[config.mk]
export PLATFORM = sky130hd
export DESIGN_NAME = twl_loader
export DESIGN_NICKNAME = d
export VERILOG_FILES = /design/src/pkg/twl_pkg.sv /design/src/twl_loader.sv
export SDC_FILE = /design/constraint.sdc
export NUM_CORES = 1
export LEC_CHECK = 0
export ABC_AREA = 1
export BUFFER_PORTS_ARGS = -buffer_cell sky130_fd_sc_hd__buf_2
export CORE_UTILIZATION = 50
export DETAILED_ROUTE_END_ITERATION = 16
export GPL_TIMING_DRIVEN = 1
export PLACE_DENSITY_LB_ADDON = 0.2
export SYNTH_ARGS = -nofsm -noshare
export SYNTH_HDL_FRONTEND = slang
export SYNTH_SLANG_ARGS = --single-unit
[constraint.sdc]
create_clock -name clk -period 1.5 [get_ports clk]
set_input_delay 0.225 -clock clk [delete_from_list [all_inputs] [get_ports clk]]
set_output_delay 0.225 -clock clk [all_outputs]
set_load 0.01 [all_outputs]
[src/pkg/twl_pkg.sv]
// Package for the three-wire latch loader: widths, select codes, monitor codes and carriers.
package twl_pkg;

	// ----------------------------------------
	// Word layout
	// ----------------------------------------
	localparam int WORD_W    = 24;
	localparam int SEL_W     = 2;
	localparam int PAYLOAD_W = WORD_W - SEL_W;
	localparam int SEL_LSB   = 0;
	localparam int PAY_LSB   = 2;

	// ----------------------------------------
	// Destination select codes
	// ----------------------------------------
	typedef enum logic [1:0] {
		TWL_DEST_CONTROL = 2'b00,
		TWL_DEST_RCOUNT  = 2'b01,
		TWL_DEST_NCOUNT  = 2'b10,
		TWL_DEST_TEST    = 2'b11
	} twl_dest_t;

	// ----------------------------------------
	// Power-down and monitor fields of the control latch payload
	// ----------------------------------------
	localparam int PD_LSB  = 18;
	localparam int PD_W    = 2;
	localparam int MON_LSB = 3;
	localparam int MON_W   = 3;
	localparam logic [1:0] PD_RUN = 2'h0;

	typedef enum logic [2:0] {
		TWL_MON_LOW    = 3'b000,
		TWL_MON_LOCK   = 3'b001,
		TWL_MON_RFDIV  = 3'b010,
		TWL_MON_REFDIV = 3'b100
	} twl_mon_t;

	// ----------------------------------------
	// Reset values
	// ----------------------------------------
	localparam logic [23:0] WORD_RST    = 24'h00_0000;
	localparam logic [21:0] PAYLOAD_RST = 22'h00_0000;

	// ----------------------------------------
	// Carriers
	// ----------------------------------------
	typedef struct packed {
		logic sclk;
		logic sdata;
		logic load_strobe;
	} twl_serial_t;

	typedef struct packed {
		logic [21:0] control;
		logic [21:0] rcount;
		logic [21:0] ncount;
		logic [21:0] test;
	} twl_latches_t;

endpackage : twl_pkg

[src/twl_loader.sv]
// Three-wire serial loader: shift register, four latches, power-down and monitor select.
`timescale 1ns/1ps
`default_nettype none

module twl_loader
	import twl_pkg::*;
(
	input  wire logic                  clk,
	input  wire logic                  rst,
	input  wire twl_pkg::twl_serial_t  serial_in,
	input  wire logic                  chip_enable,
	input  wire logic                  pump_up_req,
	input  wire logic                  pump_dn_req,
	input  wire logic                  lock_detect,
	input  wire logic                  rf_divided,
	input  wire logic                  ref_divided,
	output logic                       monitor_output,
	output logic                       pump_output_up,
	output logic                       pump_output_dn,
	output logic                       pump_output_oe,
	output logic                       powered_up,
	output twl_pkg::twl_latches_t      latches
);
	import twl_pkg::*;

	// ----------------------------------------
	// Helper functions
	// ----------------------------------------
	// True when the power-down field of a control payload asks for normal running.
	function automatic logic pd_allows_run
	(
		input logic [PAYLOAD_W-1:0] ctrl
	);
		return (ctrl[PD_LSB +: PD_W] == PD_RUN);
	endfunction : pd_allows_run

	// Picks the source that the monitor code names; unknown codes give a quiet low.
	function automatic logic mon_pick
	(
		input twl_mon_t   sel,
		input logic [2:0] src
	);
		case (sel)
			TWL_MON_LOCK:   return src[2];
			TWL_MON_RFDIV:  return src[1];
			TWL_MON_REFDIV: return src[0];
			default:        return 1'h0;
		endcase
	endfunction : mon_pick

	// ----------------------------------------
	// Pin synchronisers
	// ----------------------------------------
	twl_serial_t ser_meta_ff;
	twl_serial_t ser_sync_ff;
	twl_serial_t ser_prev_ff;
	logic [1:0]  ce_sync_ff;
	logic [2:0]  mon_meta_ff;
	logic [2:0]  mon_sync_ff;

	always_ff @(posedge clk)
	begin
		if (rst)
		begin
			ser_meta_ff <= '0;
			ser_sync_ff <= '0;
			ser_prev_ff <= '0;
			ce_sync_ff  <= 2'h0;
			mon_meta_ff <= 3'h0;
			mon_sync_ff <= 3'h0;
		end
		else
		begin
			ser_meta_ff <= serial_in;
			ser_sync_ff <= ser_meta_ff;
			ser_prev_ff <= ser_sync_ff;
			ce_sync_ff  <= {ce_sync_ff[0], chip_enable};
			mon_meta_ff <= {lock_detect, rf_divided, ref_divided};
			mon_sync_ff <= mon_meta_ff;
		end
	end

	logic sclk_rise;
	logic strobe_rise;
	logic ce_level;

	assign sclk_rise   = ser_sync_ff.sclk & ~ser_prev_ff.sclk;
	assign strobe_rise = ser_sync_ff.load_strobe & ~ser_prev_ff.load_strobe;
	assign ce_level    = ce_sync_ff[1];

	// ----------------------------------------
	// Shift register
	// ----------------------------------------
	logic [WORD_W-1:0] shift_ff;

	// Each sampled serial clock rise moves the word one place towards the top.
	always_ff @(posedge clk)
	begin
		if (rst)
			shift_ff <= WORD_RST;
		else if (sclk_rise)
			shift_ff <= {shift_ff[WORD_W-2:0], ser_sync_ff.sdata};
	end

	// ----------------------------------------
	// Latch transfer
	// ----------------------------------------
	twl_dest_t            dest_sel;
	logic [PAYLOAD_W-1:0] payload;
	twl_latches_t         latches_ff;

	assign dest_sel = twl_dest_t'(shift_ff[SEL_LSB +: SEL_W]);
	assign payload  = shift_ff[PAY_LSB +: PAYLOAD_W];

	// Latches move only on a strobe rising edge, so shifting never disturbs them.
	always_ff @(posedge clk)
	begin
		if (rst)
		begin
			latches_ff.control <= PAYLOAD_RST;
			latches_ff.rcount  <= PAYLOAD_RST;
			latches_ff.ncount  <= PAYLOAD_RST;
			latches_ff.test    <= PAYLOAD_RST;
		end
		else if (strobe_rise)
		begin
			case (dest_sel)
				TWL_DEST_CONTROL: latches_ff.control <= payload;
				TWL_DEST_RCOUNT:  latches_ff.rcount  <= payload;
				TWL_DEST_NCOUNT:  latches_ff.ncount  <= payload;
				TWL_DEST_TEST:    latches_ff.test    <= payload;
				default:          latches_ff.test    <= latches_ff.test;
			endcase
		end
	end

	assign latches = latches_ff;

	// ----------------------------------------
	// Power-down and charge pump
	// ----------------------------------------
	logic powered_up_ff;
	logic pump_oe_ff;
	logic pump_up_ff;
	logic pump_dn_ff;

	// Low chip enable overrides the programmed bits.
	always_ff @(posedge clk)
	begin
		if (rst)
			powered_up_ff <= 1'h0;
		else
			powered_up_ff <= ce_level && pd_allows_run(latches_ff.control);
	end

	// The pump pin is driven only while the device runs; otherwise it floats.
	always_ff @(posedge clk)
	begin
		if (rst)
			pump_oe_ff <= 1'h0;
		else
			pump_oe_ff <= ce_level && pd_allows_run(latches_ff.control);
	end

	// Drive requests are gated by chip enable only, so a pump floated by the power-down bits can still carry a pulse.
	always_ff @(posedge clk)
	begin
		if (rst)
			pump_up_ff <= 1'h0;
		else
			pump_up_ff <= pump_up_req & ce_level;
	end

	always_ff @(posedge clk)
	begin
		if (rst)
			pump_dn_ff <= 1'h0;
		else
			pump_dn_ff <= pump_dn_req & ce_level;
	end

	assign powered_up     = powered_up_ff;
	assign pump_output_oe = pump_oe_ff;
	assign pump_output_up = pump_up_ff;
	assign pump_output_dn = pump_dn_ff;

	// ----------------------------------------
	// Monitor output
	// ----------------------------------------
	twl_mon_t mon_sel;
	logic     monitor_ff;

	assign mon_sel = twl_mon_t'(latches_ff.control[MON_LSB +: MON_W]);

	// The sources are already synchronised, so the pick adds a single register only.
	always_ff @(posedge clk)
	begin
		if (rst)
			monitor_ff <= 1'h0;
		else
			monitor_ff <= mon_pick(mon_sel, mon_sync_ff);
	end

	assign monitor_output = monitor_ff;

endmodule : twl_loader

`default_nettype wire

==> metrics.csv, run 1 <==
stage;metric;value;unit
detailed_routing;drt-vias-per-instance;4.89;
synth;synth_seq_cells;132;
sta;setup_slack;0.195;ns
global_routing;grt_overflow;0;
floorplan;die_area;10200;um2
detailed_routing;via_count;4429;
global_routing;grt.total_usage;23.8;%
critical_path;cp-start-kind;register;
global_routing;met1_usage;32.2;%
floorplan;initial_core_util;52.1;%
synth;synth_flop_cell;sky130_fd_sc_hd__dfxtp_1;
floorplan;coreArea;9370;um2
synth;netlist_area;4890;um2
placement;worst_slack_at_placement;0.227;ns
detailed_routing;remaining_routing_drc_violations;0;
detailed_routing;dr_pass1_iterations;5;
worst_hold_path;hold_start;ser_meta_ff[2]$_SDFF_PP0_;
sta;timing.final.crit_period;1.31;ns
critical_path;critical-path-top-delay-family;flip-flops;
synth;synth_enable_flop_cells;0;
synth;postSynthCellCount;664;
clock_tree;worst_setup_hold_path_clk_slew;0.06;ns
sta;worst_clock_skew;0.00473;ns
critical_path;timing.critical_path.fanout_max;22;
layout;post-route-util;66.9;%
layout;finish.instance_area;6270;um2
critical_path;worstPathCellList;inv_1 > nor2_1 > buf_4 > nand3_1 > nand2_1 > nor2_1;
placement;dp_hpwl;7.29;mm
global_routing;grt_antenna_before_repair;0;
critical_path;critical_path.n_buffers_inverters;2;
power_and_ir_drop;clock_power_share;52.2;%
synth;syn-num-nets;675;
placement;placed_area;5500;um2
power_and_ir_drop;overall_power;8.79;mW
placement;post-place-cells;864;
power_and_ir_drop;cellInternalPower;6.88;mW
synth;synth_most_common_cell;sky130_fd_sc_hd__nor2_1;
sta;timing_max_transition_violations_final;0;
critical_path;rrSetupSlack;0.19;ns
synth;synth_area_leader_cell;sky130_fd_sc_hd__dfxtp_1;
job;max_cap_violations;0;
clock_tree;insertion_delay;0.51;ns
clock_tree;cts_made_buffers;17;
critical_path;worstReg2RegStart;shift_ff[1]$_SDFFE_PP0P_;
power_and_ir_drop;swShare;21.7;%
worst_hold_path;hold_depth;2;
detailed_routing;totalWireLength;11.5;mm
critical_path;critical-path-top-cell-by-count;sky130_fd_sc_hd__nor2_1;
clock_tree;post_cts.repair.setup_buffers;0;
sta;totalNegativeSetupSlack;0;ns
synth;post_synth_main_area_contributors;sky130_fd_sc_hd__dfxtp_1, sky130_fd_sc_hd__nor2_1, sky130_fd_sc_hd__nand2_1;
critical_path;critical_path_class;reg2reg;
worst_hold_path;timing.hold.worst_endpoint;ser_sync_ff[2]$_SDFF_PP0_;
detailed_routing;antenna_viol_nets_final;0;
synth;synth_async_sr_flop_share;0;%
layout;final_layout_size_suffix_gt1_share;19.4;%
synth;synth_top_cell_area_share;54.1;%
worst_hold_path;hold_path_class;reg2reg;
global_routing;global_route.usage.met3;5.96;%
clock_tree;cts_repair_resize_count;0;
synth;most_frequent_cells_after_synthesis;sky130_fd_sc_hd__nor2_1, sky130_fd_sc_hd__dfxtp_1, sky130_fd_sc_hd__nand2_1;
power_and_ir_drop;net-switching-power;1.91;mW
sta;fmax;0.766;GHz
sta;worst-slew-pin-transition;0.436;ns
power_and_ir_drop;ir_drop;0.000867;V
placement;port_buffers;103;
clock_tree;htree_levels;4;
clock_tree;clock_sinks;132;
layout;diode_count;0;
placement;last_weighted_congestion_value_of_the_routability_driven_placer;0.818;
power_and_ir_drop;share_comb_of_total_power;6.2;%
sta;finalHoldViolations;0;
detailed_routing;routedWlPerCell;12.7;um
sta;grt_setup_unrepaired;false;
power_and_ir_drop;cellPowerDensity;1400;nW/um2
synth;yosys_warnings;0;
clock_tree;clock_path_buffers;2;
global_routing;grt_pass1_wl;18.7;mm
floorplan;die_h;101;um
critical_path;worstRegToRegCells;6;
floorplan;fp.dieW;101;um
layout;post_layout_nonfiller_instances;906;
global_routing;grt_util_met2;36.6;%
synth;syn_area_per_cell;7.36;um2
layout;area_delta_synth_final;28.2;%
outcome;run_status;finished clean;
sta;timing.final.crit_share;87.0;%
floorplan;placementRows;35;
critical_path;critPathCaptureType;register;
sta;relative_max_transition_margin;70.9;%
global_routing;gr-max-usage-layer;met2;
power_and_ir_drop;cellLeakagePower;2.89;nW
clock_tree;cts_tree;yes;
critical_path;rr_endpoint;latches[39]$_SDFFE_PP0P_;
critical_path;cp_slowest_cell;sky130_fd_sc_hd__dfxtp_1;
synth;ys_seq_area_share;54.1;%
critical_path;worst_ep_arrival_time;1.71;ns
critical_path;required;1.91;ns
critical_path;critical_path.max_stage_delay;0.44;ns
detailed_routing;drt-initial-drc-count;245;
global_routing;first_global_vias;3928;
sta;fin_worst_hold_slack;0.401;ns
power_and_ir_drop;seq_pwr_share;41.6;%
layout;final_nets;775;
sta;final-setup-viol-count;0;
global_routing;pin_count_of_the_biggest_net_entering_global_routing;113;
floorplan;boundaryPins;104;
clock_tree;root_driver;sky130_fd_sc_hd__clkbuf_8;
synth;synth.distinct_cells;15;
clock_tree;cts-hold-fix-buffers;10;
## state kept, by name (all words and copies together) (netlist names), 2 cells and up
| register | flops |
|---|---|
| ser_prev_ff | 2 |
| ser_sync_ff | 3 |
| ce_sync_ff | 2 |
| mon_meta_ff | 3 |
| ser_meta_ff | 3 |
| shift_ff | 24 |
| latches | 88 |
| mon_sync_ff | 3 |
## how the worst max path moves through the flow
stage	cells past startpoint	to	startpoint
final	6	latches[39]$_SDFFE_PP0P_	shift_ff[1]$_SDFFE_PP0P_
after global routing	6	latches[39]$_SDFFE_PP0P_	shift_ff[1]$_SDFFE_PP0P_
after CTS	1	latches[70]	latches[70]$_SDFFE_PP0P_
after detailed placement	7	latches[39]$_SDFFE_PP0P_	ser_prev_ff[0]$_SDFF_PP0_
after global placement	7	latches[43]$_SDFFE_PP0P_	ser_prev_ff[0]$_SDFF_PP0_
after floorplan	7	latches[71]$_SDFFE_PP0P_	ser_prev_ff[0]$_SDFF_PP0_
## worst register-to-register path: stages (launching register included)
cell                      delay [ns]
sky130_fd_sc_hd__dfxtp_1        0.44
sky130_fd_sc_hd__inv_1          0.11
sky130_fd_sc_hd__nor2_1         0.12
sky130_fd_sc_hd__buf_4          0.27
sky130_fd_sc_hd__nand3_1        0.14
sky130_fd_sc_hd__nand2_1        0.09
sky130_fd_sc_hd__nor2_1         0.04
## per-layer routing
layer  wire length, um  part of all wire (%)  vias to the layer above
met2              5310                    46                      128
met5                 0                     0                        -
li1                  -                     -                     2264
met4               189                   1.6                        0
met1              5330                    46                     2020
met3               646                   5.6                       17
## logic make-up (layout without fill, tap and decap cells)
group	count (synthesis)	count (layout)	share of synthesized area (%)
and+or+nand+nor	370	370	30.4
buffers and inverters	91	204	8.27
DFF	132	132	54.1
AOI/OAI and AO/OA	71	71	7.27
## final cells by class
type	count	area (um2)
clock buffer	19	432
clock inverter	13	230
fill	811	3110
inverter	46	173
multi-input combinational	441	1840
sequential	132	2640
tap	129	161
timing repair buffer	126	788
## power groups by stage
stage,combinational (mW),clock (mW),sequential (mW)
finish,0.545,4.58,3.66
global route,0.613,4.81,3.67
CTS,0.542,4.65,3.65
detailed placement,0.517,0,3.73
global placement,0.505,0,3.72
floorplan,0.342,0,3.74
## cells in the final DEF, fill, tap and decap left out
master / netlist / layout
sky130_fd_sc_hd__a21oi_1: 47 / 47
sky130_fd_sc_hd__buf_12: 0 / 6
sky130_fd_sc_hd__buf_2: 17 / 103
sky130_fd_sc_hd__buf_4: 11 / 7
sky130_fd_sc_hd__bufinv_16: 0 / 6
sky130_fd_sc_hd__clkbuf_1: 14 / 1
sky130_fd_sc_hd__clkbuf_16: 0 / 16
sky130_fd_sc_hd__clkbuf_8: 0 / 2
sky130_fd_sc_hd__clkinv_2: 0 / 2
sky130_fd_sc_hd__clkinv_4: 0 / 2
sky130_fd_sc_hd__clkinvlp_4: 0 / 3
sky130_fd_sc_hd__dfxtp_1: 132 / 132
sky130_fd_sc_hd__dlygate4sd3_1: 0 / 10
sky130_fd_sc_hd__inv_1: 45 / 44
sky130_fd_sc_hd__inv_2: 1 / 2
sky130_fd_sc_hd__nand2_1: 122 / 122
sky130_fd_sc_hd__nand3_1: 67 / 67
sky130_fd_sc_hd__nor2_1: 178 / 178
sky130_fd_sc_hd__nor2_2: 1 / 1
sky130_fd_sc_hd__nor2_4: 1 / 1
sky130_fd_sc_hd__nor3_1: 1 / 1
sky130_fd_sc_hd__o21ai_0: 24 / 24
No activity file was read; power rests on OpenSTA's default activity.
==> run 2, diff against run 1 <==
Settings changed: CORE_UTILIZATION 50 to 54, CTS_BUF_LIST set to sky130_fd_sc_hd__clkbuf_4 sky130_fd_sc_hd__clkbuf_8 sky130_fd_sc_hd__clkbuf_16.
==> run 2 against run 1 <==
Via count increased by 1.7%. Clock skew increased by 0.0034 ns. Global-route usage increased by 0.70 points. Non-clock buffer count decreased by 1. Critical path depth unchanged. Cell area decreased by 0.66%. Clock-buffer cell count increased by 1. Flip-flop and latch count unchanged. Fmax decreased by 0.61%.
==> metrics.csv, run 2 (synthesis gave the netlist of run 1 again) <==
stage;metric;value;unit
critical_path;worstPathCellList;nand2_1 > inv_2 > buf_4 > nand3_1 > nand2_1 > nor2_1;
clock_tree;root_driver;sky130_fd_sc_hd__clkbuf_8;
global_routing;grt_pass1_wl;18.7;mm
global_routing;grt_overflow;0;
clock_tree;cts_made_buffers;17;
layout;largest_register_ffs;88;
sta;setup_slack;0.187;ns
clock_tree;clock_path_buffers;2;
floorplan;initial_core_util;56.0;%
layout;area_delta_synth_final;27.4;%
global_routing;grt_antenna_before_repair;0;
sta;timing.final.crit_period;1.31;ns
critical_path;required;1.91;ns
sta;grt_setup_unrepaired;false;
floorplan;die_area;9430;um2
global_routing;pin_count_of_the_biggest_net_entering_global_routing;72;
placement;worst_slack_at_placement;0.218;ns
placement;port_buffers;103;
layout;final_layout_size_suffix_gt1_share;19.6;%
critical_path;cp_slowest_cell;sky130_fd_sc_hd__dfxtp_1;
power_and_ir_drop;overall_power;8.68;mW
global_routing;first_global_vias;3976;
sta;relative_max_transition_margin;79.6;%
layout;layout.cells.most_common;sky130_fd_sc_hd__nor2_1;
layout;mostFrequentLayoutCells;sky130_fd_sc_hd__nor2_1, sky130_fd_sc_hd__dfxtp_1, sky130_fd_sc_hd__nand2_1;
power_and_ir_drop;cellPowerDensity;1390;nW/um2
placement;placed_area;5490;um2
detailed_routing;antenna_viol_nets_final;0;
clock_tree;post_cts.repair.setup_buffers;0;
critical_path;critical_path.max_stage_delay;0.33;ns
critical_path;critical_path_class;reg2reg;
critical_path;worst_ep_arrival_time;1.72;ns
placement;dp_hpwl;7.05;mm
floorplan;die_h;97.1;um
critical_path;timing.critical_path.fanout_max;33;
placement;last_weighted_congestion_value_of_the_routability_driven_placer;0.798;
sta;worst_clock_skew;0.00816;ns
sta;finalHoldViolations;0;
sta;fmax;0.762;GHz
detailed_routing;remaining_routing_drc_violations;0;
power_and_ir_drop;cellLeakagePower;2.89;nW
clock_tree;cts_repair_resize_count;0;
worst_hold_path;hold_path_class;in2reg;
critical_path;critPathCaptureType;register;
critical_path;critical_path.n_buffers_inverters;2;
clock_tree;insertion_delay;0.51;ns
detailed_routing;routedWlPerCell;12.7;um
sta;timing_max_transition_violations_final;0;
detailed_routing;drt-vias-per-instance;5.09;
layout;post_layout_nonfiller_instances;884;
critical_path;critical-path-top-delay-family;buffers and inverters;
outcome;run_status;finished clean;
global_routing;grt.total_usage;24.5;%
detailed_routing;drt-initial-drc-count;270;
job;max_cap_violations;0;
floorplan;boundaryPins;104;
detailed_routing;dr_pass1_iterations;5;
floorplan;coreArea;8720;um2
detailed_routing;via_count;4503;
floorplan;placementRows;34;
floorplan;fp.dieW;97.1;um
layout;diode_count;0;
sta;timing.final.crit_share;87.5;%
clock_tree;worst_setup_hold_path_clk_slew;0.06;ns
layout;final_nets;774;
layout;finish.instance_area;6220;um2
power_and_ir_drop;ir_drop;0.000822;V
clock_tree;htree_levels;4;
sta;totalNegativeSetupSlack;0;ns
clock_tree;cts_tree;yes;
placement;post-place-cells;843;
clock_tree;clock_sinks;132;
critical_path;critical-path-top-cell-by-count;sky130_fd_sc_hd__nand2_1;
sta;fin_worst_hold_slack;0.137;ns
sta;worst-slew-pin-transition;0.307;ns
detailed_routing;totalWireLength;11.2;mm
sta;final-setup-viol-count;0;
critical_path;cp-start-kind;register;
layout;post-route-util;71.4;%
==> run 2: cell types whose count changed in the layout (fill, tap and decap cells not counted), sizes merged <==
| cell | previous run | this run |
|---|---|---|
| bufinv | 6 | 5 |
| inv | 46 | 48 |
| clkinvlp | 3 | 2 |
| clkinv | 4 | 3 |
| dlygate4sd3 | 10 | 9 |
| clkbuf | 19 | 20 |
==> run 2: repair_timing <==
action	4_1_cts	5_1_grt
setup endpoints to repair	0	0
hold buffers	9	0
hold endpoints to repair	9	0
==> run 2: cell type report <==
type                            instances  area, um2
Clock buffer                           20        443
Clock inverter                         12        201
Fill cell                             663       2500
Inverter                               46        173
Multi-Input combinational cell        441       1840
Sequential cell                       132       2640
Tap cell                              108        135
Timing Repair Buffer                  125        791
==> run 2: layer usage <==
layer  share of wire, %  track usage [%]  routed length (um)
met5                  0                0                   0
met4               0.50             8.38                  56
met3                6.7             6.76                 753
met2                 47             38.2                5250
met1                 46             32.7                5170
==> run 2: worst paths after layout <==
check / startpoint / to / slack, ns / depth (start not counted)
min: rst / ser_meta_ff[1]$_SDFF_PP0_ / 0.14 / 3
min reg2reg: ser_meta_ff[2]$_SDFF_PP0_ / ser_sync_ff[2]$_SDFF_PP0_ / 0.40 / 2
max: ser_sync_ff[0]$_SDFF_PP0_ / latches[79]$_SDFFE_PP0P_ / 0.19 / 6
max reg2reg: ser_sync_ff[0]$_SDFF_PP0_ / latches[79]$_SDFFE_PP0P_ / 0.19 / 6
==> run 2: report_power, final <==
group          leakage [nW]  internal, mW  total [mW]  switching (mW)
Sequential             1.07          3.60        3.65          0.0497
Clock                 0.313          2.95        4.48            1.53
Combinational          1.50         0.198       0.548           0.350
Total                  2.89          6.76        8.68            1.93
==> run 2: tightest hold or removal path: stages <==
cell and delay (ns):
sky130_fd_sc_hd__buf_2 0.09, sky130_fd_sc_hd__buf_4 0.22, sky130_fd_sc_hd__nor2_1 0.07
